==> src/hw/drive_supervisor_params.svh <==
`ifndef DRIVE_SUPERVISOR_PARAMS_SVH
`define DRIVE_SUPERVISOR_PARAMS_SVH

// ****************************************
// Register byte offsets
// ****************************************
`define OFS_CTRL 8'h00
`define OFS_INPOS 8'h04
`define OFS_SETTLE 8'h08
`define OFS_FSETTLE 8'h0C
`define OFS_POSWIN 8'h10
`define OFS_VELWIN 8'h14
`define OFS_BUSV 8'h18
`define OFS_OVLIM 8'h1C
`define OFS_ILIM 8'h20
`define OFS_TLIM 8'h24
`define OFS_TARGET 8'h28
`define OFS_CMDPOS 8'h2C
`define OFS_CMDVEL 8'h30
`define OFS_FOUTCFG 8'h34
`define OFS_STATUS 8'h38
`define OFS_FAULTS 8'h3C
`define OFS_CORRDIST 8'h40

// ****************************************
// Control bits
// ****************************************
`define CTRL_CORR_EN 0
`define CTRL_ECO_EN 1
`define CTRL_VELERR_EN 2
`define CTRL_STEPPER 3
`define CTRL_ENCODER 4
`define CTRL_FORCE_MOVE 5

// ****************************************
// Fault flag positions
// ****************************************
`define F_FB_OT 0
`define F_FB_LOSS 1
`define F_OVERCUR 2
`define F_DRV_OT 3
`define F_OVERVOLT 4
`define F_UNDERVOLT 5
`define F_STORAGE 6
`define F_WATCHDOG 7
`define F_POSERR 8
`define F_VELERR 9
`define NUM_FAULTS 10
`define NUM_CRIT 8

// ****************************************
// Under-voltage ratio 0.6 = 6 / 10
// ****************************************
`define UV_NUM 6
`define UV_DEN 10

// ****************************************
// Reset values and timing
// ****************************************
`define RST_CTRL 32'h0000_0000
`define RST_INPOS 32'h0000_0010
`define RST_POSWIN 32'h0000_0200
`define RST_VELWIN 32'h0000_0100
`define RST_FOUTCFG 32'h0000_03FF
`define RST_LIMIT 32'h0000_FFFF
`define CLK_MHZ 20
`define SETTLE_TIME_US 100000
`define FSETTLE_TIME_US 100000

`endif

==> src/hw/drive_supervisor_pkg.sv <==
package drive_supervisor_pkg;

  typedef struct packed {
    logic cyc;
    logic stb;
    logic we;
    logic [7:0] adr;
    logic [3:0] sel;
    logic [31:0] dat;
  } wb_req_t;

  typedef struct packed {
    logic signed [31:0] pos;
    logic signed [31:0] vel;
    logic [15:0] supply;
    logic [15:0] current;
    logic [15:0] temp;
  } sense_t;

  typedef struct packed {
    logic fb_loss;
    logic motor_ot;
    logic watchdog;
    logic image_bad;
    logic save_fail;
    logic drv_comm_err;
    logic force_reached;
    logic move_busy;
    logic enable_in;
  } events_t;

  typedef enum logic [3:0] {
    S_IDLE = 4'b0001,
    S_MOVE = 4'b0010,
    S_SETTLE = 4'b0100,
    S_DONE = 4'b1000
  } motion_state_t;

endpackage

==> src/hw/drive_fault_motion_supervisor.sv <==
`timescale 1ns/1ps
`include "drive_supervisor_params.svh"

module drive_fault_motion_supervisor #(
  parameter logic [31:0] SETTLE_CYC = `SETTLE_TIME_US * `CLK_MHZ,
  parameter logic [31:0] FSETTLE_CYC = `FSETTLE_TIME_US * `CLK_MHZ
) (
  input wire logic CLK,
  input wire logic SRST,
  input wire drive_supervisor_pkg::wb_req_t WB_REQ,
  output logic WB_ACK,
  output logic [31:0] WB_DAT_O,
  input wire drive_supervisor_pkg::sense_t SENSE,
  input wire drive_supervisor_pkg::events_t EVENTS,
  output logic MOTOR_EN,
  output logic FAULT_OUT,
  output logic MOTION_DONE,
  output logic IN_POS,
  output logic HOLD_IDLE,
  output logic CORR_REQ,
  output logic [31:0] CORR_DIST
);
  import drive_supervisor_pkg::*;

  // ****************************************
  // Helpers
  // ****************************************
  function automatic logic [32:0] mag(input logic signed [31:0] a, input logic signed [31:0] b);
    logic signed [32:0] d;
    d = 33'({a[31], a}) - 33'({b[31], b});
    mag = d[32] ? 33'(-d) : 33'(d);
  endfunction

  function automatic logic [31:0] merge(input logic [31:0] old, input logic [31:0] dat,
                                        input logic [3:0] sel);
    logic [31:0] r;
    r = old;
    for (int i = 0; i < 4; i++) begin
      if (sel[i]) begin
        r[8*i +: 8] = dat[8*i +: 8];
      end
    end
    merge = r;
  endfunction

  // ****************************************
  // Input synchronisers
  // ****************************************
  sense_t sense_m, sense_s;
  events_t ev_m, ev_s;

  always_ff @(posedge CLK) begin
    sense_m <= SENSE;
    sense_s <= sense_m;
    ev_m <= EVENTS;
    ev_s <= ev_m;
  end

  // ****************************************
  // Registers
  // ****************************************
  logic [31:0] ctrl, inpos, settle, fsettle, poswin, velwin, busv, ovlim, ilim, tlim;
  logic [31:0] target, cmdpos, cmdvel, foutcfg;
  logic [`NUM_FAULTS-1:0] faults;
  logic ack;
  logic [31:0] rdata;

  wire bus_hit = WB_REQ.cyc & WB_REQ.stb & ~ack;
  wire wr = bus_hit & WB_REQ.we;
  wire [7:0] a = WB_REQ.adr;

  always_ff @(posedge CLK) begin
    if (SRST) begin
      ctrl <= `RST_CTRL;
      inpos <= `RST_INPOS;
      settle <= SETTLE_CYC;
      fsettle <= FSETTLE_CYC;
      poswin <= `RST_POSWIN;
      velwin <= `RST_VELWIN;
      busv <= 32'h0;
      ovlim <= `RST_LIMIT;
      ilim <= `RST_LIMIT;
      tlim <= `RST_LIMIT;
      target <= 32'h0;
      cmdpos <= 32'h0;
      cmdvel <= 32'h0;
      foutcfg <= `RST_FOUTCFG;
    end else if (wr) begin
      if (a == `OFS_CTRL) begin
        ctrl <= merge(ctrl, WB_REQ.dat, WB_REQ.sel);
      end else if (a == `OFS_INPOS) begin
        inpos <= merge(inpos, WB_REQ.dat, WB_REQ.sel);
      end else if (a == `OFS_SETTLE) begin
        settle <= merge(settle, WB_REQ.dat, WB_REQ.sel);
      end else if (a == `OFS_FSETTLE) begin
        fsettle <= merge(fsettle, WB_REQ.dat, WB_REQ.sel);
      end else if (a == `OFS_POSWIN) begin
        poswin <= merge(poswin, WB_REQ.dat, WB_REQ.sel);
      end else if (a == `OFS_VELWIN) begin
        velwin <= merge(velwin, WB_REQ.dat, WB_REQ.sel);
      end else if (a == `OFS_BUSV) begin
        busv <= merge(busv, WB_REQ.dat, WB_REQ.sel);
      end else if (a == `OFS_OVLIM) begin
        ovlim <= merge(ovlim, WB_REQ.dat, WB_REQ.sel);
      end else if (a == `OFS_ILIM) begin
        ilim <= merge(ilim, WB_REQ.dat, WB_REQ.sel);
      end else if (a == `OFS_TLIM) begin
        tlim <= merge(tlim, WB_REQ.dat, WB_REQ.sel);
      end else if (a == `OFS_TARGET) begin
        target <= merge(target, WB_REQ.dat, WB_REQ.sel);
      end else if (a == `OFS_CMDPOS) begin
        cmdpos <= merge(cmdpos, WB_REQ.dat, WB_REQ.sel);
      end else if (a == `OFS_CMDVEL) begin
        cmdvel <= merge(cmdvel, WB_REQ.dat, WB_REQ.sel);
      end else if (a == `OFS_FOUTCFG) begin
        foutcfg <= merge(foutcfg, WB_REQ.dat, WB_REQ.sel);
      end
    end
  end

  // ****************************************
  // Configuration decode
  // ****************************************
  wire encoder = ctrl[`CTRL_ENCODER];
  wire corr_ok = ctrl[`CTRL_CORR_EN] & ctrl[`CTRL_STEPPER] & encoder;
  wire cfg_invalid = poswin <= inpos;
  wire busy = ev_s.move_busy;

  // ****************************************
  // Fault causes
  // ****************************************
  wire [32:0] pos_err = mag(cmdpos, sense_s.pos);
  wire [32:0] vel_err = mag(cmdvel, sense_s.vel);
  wire [32:0] tgt_err = mag(target, sense_s.pos);
  wire [19:0] sup_scaled = 20'(sense_s.supply) * 20'(`UV_DEN);
  wire [19:0] bus_scaled = 20'(busv[15:0]) * 20'(`UV_NUM);
  logic [`NUM_FAULTS-1:0] cause;

  always_comb begin
    cause = '0;
    cause[`F_FB_OT] = ev_s.motor_ot;
    cause[`F_FB_LOSS] = ev_s.fb_loss & MOTOR_EN;
    cause[`F_OVERCUR] = 32'(sense_s.current) > ilim;
    cause[`F_DRV_OT] = 32'(sense_s.temp) > tlim;
    cause[`F_OVERVOLT] = 32'(sense_s.supply) > ovlim;
    cause[`F_UNDERVOLT] = sup_scaled < bus_scaled;
    cause[`F_STORAGE] = ev_s.image_bad | ev_s.save_fail | (ev_s.drv_comm_err & busy);
    cause[`F_WATCHDOG] = ev_s.watchdog;
    cause[`F_POSERR] = busy & encoder & (pos_err > 33'(poswin));
    cause[`F_VELERR] = busy & encoder & ctrl[`CTRL_VELERR_EN] & (vel_err > 33'(velwin));
  end

  // ****************************************
  // Sticky flags and enable toggle
  // ****************************************
  logic enable_d;
  wire enable_rise = ev_s.enable_in & ~enable_d;
  wire [`NUM_FAULTS-1:0] no_toggle_clear = (`NUM_FAULTS)'(1) << `F_WATCHDOG
                                         | (`NUM_FAULTS)'(1) << `F_FB_LOSS;
  wire [`NUM_FAULTS-1:0] clr = {`NUM_FAULTS{enable_rise}} & ~cause & ~no_toggle_clear;
  wire [`NUM_FAULTS-1:0] new_fault = cause & ~faults;
  wire [`NUM_FAULTS-1:0] next_faults = (faults & ~clr) | cause;
  wire crit = |faults[`NUM_CRIT-1:0];

  logic next_fout;
  always_comb begin
    next_fout = FAULT_OUT;
    for (int i = 0; i < `NUM_FAULTS; i++) begin
      if (new_fault[i]) begin
        next_fout = foutcfg[i];
      end
    end
    if (next_faults == '0) begin
      next_fout = 1'b0;
    end
  end

  always_ff @(posedge CLK) begin
    if (SRST) begin
      faults <= '0;
      enable_d <= 1'b1;
      FAULT_OUT <= 1'b0;
    end else begin
      faults <= next_faults;
      enable_d <= ev_s.enable_in;
      FAULT_OUT <= next_fout;
    end
  end

  always_ff @(posedge CLK) begin
    if (SRST) begin
      MOTOR_EN <= 1'b0;
    end else begin
      MOTOR_EN <= ev_s.enable_in & ~crit & ~(|cause[`NUM_CRIT-1:0]);
    end
  end

  // ****************************************
  // Motion completion
  // ****************************************
  motion_state_t state, next_state;
  logic [31:0] cnt;
  logic corr_used;
  wire in_band = tgt_err <= 33'(inpos);
  wire force_mode = ctrl[`CTRL_FORCE_MOVE];
  wire settle_cond = force_mode ? 1'b1 : in_band;
  wire [31:0] settle_lim = force_mode ? fsettle : settle;
  wire issue_corr = (state == S_MOVE) & ~busy & corr_ok & ~corr_used & ~in_band;

  always_comb begin
    next_state = state;
    case (state)
      S_IDLE: begin
        if (busy) begin
          next_state = S_MOVE;
        end
      end
      S_MOVE: begin
        if (busy) begin
          next_state = S_MOVE;
        end else if (issue_corr) begin
          next_state = S_IDLE;
        end else begin
          next_state = S_SETTLE;
        end
      end
      S_SETTLE: begin
        if (busy) begin
          next_state = S_MOVE;
        end else if (cnt >= settle_lim) begin
          next_state = S_DONE;
        end
      end
      S_DONE: begin
        if (busy) begin
          next_state = S_MOVE;
        end
      end
      default: begin
        next_state = S_IDLE;
      end
    endcase
  end

  wire force_started = (state == S_MOVE) & force_mode & ev_s.force_reached;
  logic force_seen;

  always_ff @(posedge CLK) begin
    if (SRST) begin
      state <= S_IDLE;
      cnt <= 32'h0;
      force_seen <= 1'b0;
    end else begin
      state <= next_state;
      if (force_started) begin
        force_seen <= 1'b1;
      end else if (state == S_IDLE || (state != S_MOVE && next_state == S_MOVE)) begin
        force_seen <= 1'b0;
      end
      if (state != S_SETTLE || !settle_cond || (force_mode && !force_seen)) begin
        cnt <= 32'h0;
      end else if (cnt != 32'hFFFF_FFFF) begin
        cnt <= cnt + 32'h1;
      end
    end
  end

  always_ff @(posedge CLK) begin
    if (SRST) begin
      corr_used <= 1'b0;
      CORR_REQ <= 1'b0;
      CORR_DIST <= 32'h0;
    end else begin
      CORR_REQ <= issue_corr;
      if (issue_corr) begin
        corr_used <= 1'b1;
        CORR_DIST <= target - sense_s.pos;
      end else if (state == S_MOVE && !busy) begin
        corr_used <= 1'b0;
      end
    end
  end

  // ****************************************
  // Outputs and eco hold
  // ****************************************
  always_ff @(posedge CLK) begin
    if (SRST) begin
      MOTION_DONE <= 1'b0;
      IN_POS <= 1'b0;
      HOLD_IDLE <= 1'b0;
    end else begin
      MOTION_DONE <= next_state == S_DONE;
      IN_POS <= in_band;
      HOLD_IDLE <= ctrl[`CTRL_ECO_EN] & (next_state == S_DONE) & in_band;
    end
  end

  // ****************************************
  // Bus read path
  // ****************************************
  wire [31:0] status = {24'h0, state, 1'b0, cfg_invalid, MOTOR_EN, in_band};
  wire [31:0] rd_mux =
    (a == `OFS_CTRL) ? ctrl :
    (a == `OFS_INPOS) ? inpos :
    (a == `OFS_SETTLE) ? settle :
    (a == `OFS_FSETTLE) ? fsettle :
    (a == `OFS_POSWIN) ? poswin :
    (a == `OFS_VELWIN) ? velwin :
    (a == `OFS_BUSV) ? busv :
    (a == `OFS_OVLIM) ? ovlim :
    (a == `OFS_ILIM) ? ilim :
    (a == `OFS_TLIM) ? tlim :
    (a == `OFS_TARGET) ? target :
    (a == `OFS_CMDPOS) ? cmdpos :
    (a == `OFS_CMDVEL) ? cmdvel :
    (a == `OFS_FOUTCFG) ? foutcfg :
    (a == `OFS_STATUS) ? status :
    (a == `OFS_FAULTS) ? 32'(faults) :
    (a == `OFS_CORRDIST) ? CORR_DIST : 32'h0;

  always_ff @(posedge CLK) begin
    if (SRST) begin
      ack <= 1'b0;
      rdata <= 32'h0;
    end else begin
      ack <= bus_hit;
      if (bus_hit && !WB_REQ.we) begin
        rdata <= rd_mux;
      end
    end
  end

  assign WB_ACK = ack;
  assign WB_DAT_O = rdata;

  // ****************************************
  // Checks
  // ****************************************
  a_crit_disable: assert property (@(posedge CLK) disable iff (SRST)
    crit |=> !MOTOR_EN) else $error("motor enabled with critical fault");
  a_wdog_hold: assert property (@(posedge CLK) disable iff (SRST)
    faults[`F_WATCHDOG] |=> faults[`F_WATCHDOG]) else $error("watchdog fault cleared");
  a_clear_toggle: assert property (@(posedge CLK) disable iff (SRST)
    $fell(faults[`F_OVERCUR]) |-> $past(enable_rise) && !$past(cause[`F_OVERCUR]))
    else $error("fault cleared without toggle");
  a_uv_detect: assert property (@(posedge CLK) disable iff (SRST)
    (sup_scaled < bus_scaled) |=> faults[`F_UNDERVOLT]) else $error("under-voltage missed");
  a_done_band: assert property (@(posedge CLK) disable iff (SRST)
    $rose(MOTION_DONE) && !force_mode |-> $past(in_band, 2)) else $error("done outside band");
  a_vel_off: assert property (@(posedge CLK) disable iff (SRST)
    !ctrl[`CTRL_VELERR_EN] |=> !$rose(faults[`F_VELERR])) else $error("velocity fault while off");
  a_corr_gate: assert property (@(posedge CLK) disable iff (SRST)
    CORR_REQ |-> $past(corr_ok)) else $error("correction without stepper encoder");
  a_corr_once: assert property (@(posedge CLK) disable iff (SRST)
    CORR_REQ |=> !CORR_REQ) else $error("correction repeated");
  a_hold_band: assert property (@(posedge CLK) disable iff (SRST)
    HOLD_IDLE |-> $past(in_band)) else $error("hold idle outside band");
  a_poserr_enc: assert property (@(posedge CLK) disable iff (SRST)
    $rose(faults[`F_POSERR]) |-> $past(encoder && busy)) else $error("position fault no move");
endmodule

==> config.mk <==
export PLATFORM = sky130hd
export DESIGN_NAME = drive_fault_motion_supervisor
export DESIGN_NICKNAME = d
export VERILOG_FILES = /design/src/hw/drive_supervisor_pkg.sv /design/src/hw/drive_fault_motion_supervisor.sv
export VERILOG_INCLUDE_DIRS = /design/src /design/src/hw
export SDC_FILE = /design/constraint.sdc
export NUM_CORES = 2
export LEC_CHECK = 0
export BUFFER_PORTS_ARGS = -buffer_cell sky130_fd_sc_hd__buf_2
export CAP_MARGIN = 20
export CORE_UTILIZATION = 45
export DETAILED_ROUTE_END_ITERATION = 10
export HOLD_SLACK_MARGIN = 0.02
export PLACE_DENSITY = 0.65
export SLEW_MARGIN = 20
export SYNTH_ARGS = -nofsm -noshare
export SYNTH_HDL_FRONTEND = slang
export SYNTH_SLANG_ARGS = --single-unit
==> constraint.sdc <==
create_clock -name CLK -period 12.35 [get_ports CLK]
set_input_delay 1.235 -clock CLK [delete_from_list [all_inputs] [get_ports CLK]]
set_output_delay 1.235 -clock CLK [all_outputs]
set_load 0.02 [all_outputs]
# After elaboration in Yosys (flattened, before gate mapping)
# Index checks and enable logic that the tools add are counted.
# word_totals
reg_bits,810
in_bits,170
output_inout_bits,71
elab_cells,313
# classes
add_sub_neg,8
multipliers,2
n_lt_le_gt_ge,9
n_eq_ne,25
mux,42
n_bitwise,51
n_reduce_logical,77
# ops
op,n
32-bit two-way mux,18
33-bit two-way mux,3
33-bit negator,3
32-bit by 32-bit subtractor with 33-bit output,3
16-bit by 32-bit > comparator with 1-bit output,3
33-bit by 32-bit > comparator with 1-bit output,2
8-bit by 6-bit == test with 1-bit output (second input constant),8
16-bit AND reduction,4
15-bit AND reduction,4
14-bit AND reduction,4
13-bit AND reduction,4
12-bit AND reduction,4
11-bit AND reduction,4
10-bit AND reduction,4
9-bit AND reduction,4
33-bit by 32-bit less-or-equal comparator with 1-bit output,1
32-bit by 1-bit adder with 32-bit output (second input constant),1
8-bit by 5-bit == test with 1-bit output (second input constant),4
32-bit >= comparator,1
32-bit less-or-equal comparator,1
32-bit inequality test (second input constant),1
8-bit AND reduction,4
32-bit subtractor,1
10-bit AND,3
35 further kinds,125

# Logic depth before layout (Yosys ltp)
# logic_depth
ltp_word,19
ltp_mapped,29
ltp_nobuf,27

# Least setup slack after synthesis
# OpenSTA, ideal clock, no wires.
# synth_timing
path_type,register to register
startpoint,reg cmdvel[0]
endpoint,reg FAULT_OUT
setup_ns,0.103
t_arrival_ns,5.524
setup_slack_ns,6.722
stages_incl_launch_ff,26
path_buffers,0
cell_sequence,dfxtp_1 inv_1 ha_1 inv_1 fa_1 a21o_1 a221o_1 a21boi_1 nor2_1 xor2_1 nor4_1 nand4b_1 or4b_1 o31ai_1 xnor2_1 ha_1 nand4_1 or3_1 nor2_1 nand2_1 o221ai_1 a211oi_1 nor4_1 a31o_2 a32oi_1 a2111oi_2
# synth_via
elab_chain_cells,12
# synth_lines
element,line,source
start: declaration,drive_fault_motion_supervisor.sv:63,"logic [31:0] target, cmdpos, cmdvel, foutcfg;"
start signal: assignment,drive_fault_motion_supervisor.sv:114,"cmdvel <= merge(cmdvel, WB_REQ.dat, WB_REQ.sel);"
32-bit by 32-bit subtractor with 33-bit output (*),drive_fault_motion_supervisor.sv:30,"d = 33'({a[31], a}) - 33'({b[31], b});"
33-bit negator,drive_fault_motion_supervisor.sv:31,mag = d[32] ? 33'(-d) : 33'(d);
33-bit two-way mux (*),drive_fault_motion_supervisor.sv:31,
33-bit by 32-bit > comparator with 1-bit output (*),drive_fault_motion_supervisor.sv:150,cause[`F_VELERR] = busy & encoder & ctrl[`CTRL_VELERR_EN] & (vel_err > 33'(velwin));
1-bit AND (*),drive_fault_motion_supervisor.sv:150,
10-bit NOT,drive_fault_motion_supervisor.sv:160,wire [`NUM_FAULTS-1:0] clr = {`NUM_FAULTS{enable_rise}} & ~cause & ~no_toggle_clear;
10-bit AND,drive_fault_motion_supervisor.sv:160,
10-bit NOT,drive_fault_motion_supervisor.sv:162,wire [`NUM_FAULTS-1:0] next_faults = (faults & ~clr) | cause;
10-bit AND,drive_fault_motion_supervisor.sv:162,
10-bit OR,drive_fault_motion_supervisor.sv:162,
10-bit zero test,drive_fault_motion_supervisor.sv:173,if (next_faults == '0) begin
2-bit OR reduction (no source line),n/a,
end signal: assignment,drive_fault_motion_supervisor.sv:186,FAULT_OUT <= next_fout;
end: declaration,drive_fault_motion_supervisor.sv:16,"output logic FAULT_OUT,"
# Mark *: on every way between the ends. The rest lies on a longest branch, timed or not.
# A chain may end at the register's enable or synchronous reset.

# Worst setup path in the final report
# layout_timing
startpoint,reg cmdpos[0]
endpoint,reg FAULT_OUT
# layout_via
elab_chain_cells,12
# layout_lines
element,line,source
start: declaration,drive_fault_motion_supervisor.sv:63,
start signal: assignment,drive_fault_motion_supervisor.sv:112,"cmdpos <= merge(cmdpos, WB_REQ.dat, WB_REQ.sel);"
32-bit by 32-bit subtractor with 33-bit output (*),drive_fault_motion_supervisor.sv:30,
33-bit negator,drive_fault_motion_supervisor.sv:31,
33-bit two-way mux (*),drive_fault_motion_supervisor.sv:31,
33-bit by 32-bit > comparator with 1-bit output (*),drive_fault_motion_supervisor.sv:149,cause[`F_POSERR] = busy & encoder & (pos_err > 33'(poswin));
1-bit AND (*),drive_fault_motion_supervisor.sv:149,
10-bit NOT,drive_fault_motion_supervisor.sv:160,
10-bit AND,drive_fault_motion_supervisor.sv:160,
10-bit NOT,drive_fault_motion_supervisor.sv:162,
10-bit AND,drive_fault_motion_supervisor.sv:162,
10-bit OR,drive_fault_motion_supervisor.sv:162,
10-bit zero test,drive_fault_motion_supervisor.sv:173,
2-bit OR reduction (no source line),n/a,
# Marks and branches as above.

==> flow_summary.ini <==
[status]
status = completed

[placement]
io_buffers = 240
place.detailed.hpwl_um = 135000
gp_congestion = 1.02

[power]
p_int_uw = 4580
comb_power_share_pct = 9.0
ir_worst_vdd_mv = 0.103
power.leakage_uw = 0.0198
switchingPower_uw = 1580
finalPower_uw = 6160
power.density_nw_per_um2 = 123
seqPwrFrac_pct = 43.6
p_clk_share_pct = 47.4
swShare_pct = 25.6

[detailed_routing]
avgRoutedWirePerCell_um = 25.4
first_iter_violations = 5886
avgViaCountPerCell = 6.23
met3WireLength_um = 24100
highest_layer = met5
met1Wirelength_um = 72200
drc = 0
routed_wl_um = 179000
num_vias = 43900
drt-pass1-iter-count = 6
wl_met2_um = 74400
ant_nets = 0

[worst_setup_path]
path_buf_inv = 2
endpoint_kind = register
path_max_fanout = 7
path_common_cell = nand2_1
worstSetupStartpoint = cmdpos[0]$_SDFFE_PP0P_
cp.arrival_ns = 7.33
crit_required_ns = 12.95
worstSetupPathType = register to register
startpoint_type = register
critPathTopFamily = simple AND/OR/NAND/NOR gates
crit_slowest_cell = or4b_2
slowest_delay_ns = 0.66
reg2reg_from = cmdpos[0]$_SDFFE_PP0P_

[logic_synthesis]
synth_flop_cell = dfxtp_1
ys_seq_area_share_pct = 36.5
synthCells = 5564
ys_ff_latch = 810
syn-num-nets = 6109
yosysWarningCount = 0
synthArstFlopShare_pct = 0
synth_area_um2 = 44400
synth_enable_flop_cells = 0
ys_types = 95
syn_avg_cell_area_um2 = 7.98

[global_routing]
grt_pass1_vias = 39300
grt_max_degree = 100
antenna_found_initial = 21
gr-total-overflow = 0
grt_pass1_wl_um = 258000
grtUsageTotal_pct = 34.7

[hold_path]
hold_path_class = register to register
hold_start = sense_m[108]$_DFF_P_

[floorplan]
core_um2 = 97100
num_rows = 114
die_h_um = 316
die_area_um2 = 99900
start_util_pct = 45.7
pin_count = 241
fp.dieW_um = 316

[clock_network]
ctsResizeCount = 0
ctsHoldBuffers = 0
path_clk_slew_ns = 0.07
cts_buffer_depth = 3
cts_made_buffers = 90
post_cts_buffers = 0
cts_tree = yes
clock_latency_ns = 0.71
clock-sinks = 810
cts_root_buf = clkbuf_16
ctsHtreeMaxLevel = 3

[layout]
fill_cells = 9336
top_regs = sense_m: 112 flops, sense_s: 112 flops
nNetsFinal = 6240
final-seq-area_um2 = 16200
multi_input_area_um2 = 26200
drive_gt1_share_pct = 9.14
area.growth.synth_to_final_pct = 12.5

[sta]
finalSetupViolations = 0
finalCriticalPeriod_ns = 6.72
hold_viol = 0
drv_slew = 0
rsz0062_at_grt = no
maxSlewHeadroom_pct = 14.9
worstMarginPinSlew_ns = 1.27
fin_tns_setup_ns = 0
fmax_mhz = 149
fin_crit_sh_pct = 54.4
whs_ns = 0.316
clock_skew_ns = 0.0364

[flow_run]
cap_viol_max_count = 0
## final timing paths
path                                               end  slack [ns]  cells after the start
worst max register to register  FAULT_OUT$_SDFFE_PP0P_        5.63                     26
worst min register to register    sense_s[108]$_DFF_P_        0.32                      0
worst min-delay path              sense_s[108]$_DFF_P_        0.32                      0
worst max-delay path            FAULT_OUT$_SDFFE_PP0P_        5.63                     26
## synthesized netlist by cell type, types with 15 or more instances
cell type / instances / area (µm²)
nand3_1: 160 / 801
a22oi_1: 54 / 405
inv_1: 279 / 1050
nor2b_1: 50 / 313
nand4_1: 73 / 457
nor3_1: 67 / 335
and2_1: 28 / 175
ha_1: 370 / 4630
nand2b_1: 30 / 188
o211ai_1: 49 / 368
a21oi_1: 636 / 3180
a211o_1: 33 / 289
or2_2: 15 / 93.8
xor2_1: 58 / 508
o21ai_0: 172 / 861
xnor2_1: 148 / 1300
buf_2: 20 / 100
nand3b_1: 70 / 526
o22ai_1: 43 / 269
nand2_1: 1095 / 4110
and3_1: 25 / 156
nor2_1: 329 / 1230
o31ai_1: 18 / 135
o21a_1: 36 / 270
o221ai_1: 36 / 315
clkbuf_1: 216 / 811
a31oi_1: 31 / 194
buf_1: 17 / 63.8
or3_1: 35 / 219
mux2i_1: 37 / 370
dfxtp_1: 810 / 16200
a221oi_1: 77 / 674
a211oi_1: 52 / 390
nor4_1: 40 / 250
a21o_1: 111 / 833
## logic make-up (layout without fill, tap and decap cells)
logic type | Yosys count | count (layout) | synth area share (%)
compound gates | 1516 | 1516 | 21.9
xor+xnor | 206 | 206 | 4.07
fa+ha+maj | 375 | 375 | 10.7
buf+inv | 532 | 737 | 4.56
flops | 810 | 810 | 36.5
mux | 41 | 41 | 0.936
other cells | 0 | 3 | 0
simple gates | 2084 | 2084 | 21.3
## power groups by stage
| stage | logic (µW) | registers (µW) | clock network [µW] |
|---|---|---|---|
| floorplan | 360 | 2740 | 0 |
| global placement | 530 | 2740 | 0 |
| detailed placement | 535 | 2740 | 0 |
| CTS | 539 | 2690 | 2950 |
| global route | 602 | 2690 | 3060 |
| finish | 552 | 2690 | 2920 |
## layout make-up
class	count	area share (%)
diodes	3	0.0150
clock buffers	127	5.27
clock inverters	39	1.16
inverters	279	2.10
multi-input cells	4222	52.5
flip-flops and latches	810	32.5
well taps	1276	3.20
repair buffers	292	3.25
## routing by layer
| metal | vias up | GRT usage [%] |
|---|---|---|
| met2 | 2621 | 51.0 |
| met3 | 436 | 11.0 |
| met4 | 22 | 13.6 |
| li1 | 20100 | - |
| met5 | - | 0 |
| met1 | 20800 | 47.0 |
## cells in the final DEF, fill, tap and decap left out, drive strengths merged, types with 12 or more instances in the layout
master  count
nand2    1095
dfxtp     810
a21oi     636
ha        370
nor2      329
buf       292
inv       283
o21ai     178
nand3     160
xnor2     148
clkbuf    127
a21o      111
a221oi     77
nand4      74
nand3b     70
nor3       68
xor2       58
a211oi     56
a22oi      54
nor2b      50
o211ai     50
o22ai      43
nor4       41
mux2i      37
o21a       36
o221ai     36
or3        35
a211o      33
a31oi      33
nand2b     30
and2       30
and3       25
o31ai      20
clkinv     16
or2        15
a31o       13
a21boi     13
or4        12
## stage by stage
| stage | instance area (µm²) | setup WS, ns | cells | utilization (%) |
|---|---|---|---|---|
| after floorplan | 44400 | 6.72 | 5564 | - |
| after global placement | 46700 | 5.77 | 6878 | 48.1 |
| after detailed placement | 46700 | 5.74 | 6879 | 48.1 |
| after CTS | 49900 | 5.70 | 7045 | 51.4 |
| after global routing | 49900 | 5.14 | 7045 | 51.4 |
| final | 49900 | 5.63 | 7048 | 51.4 |
(Power assumes the default switching activity.)
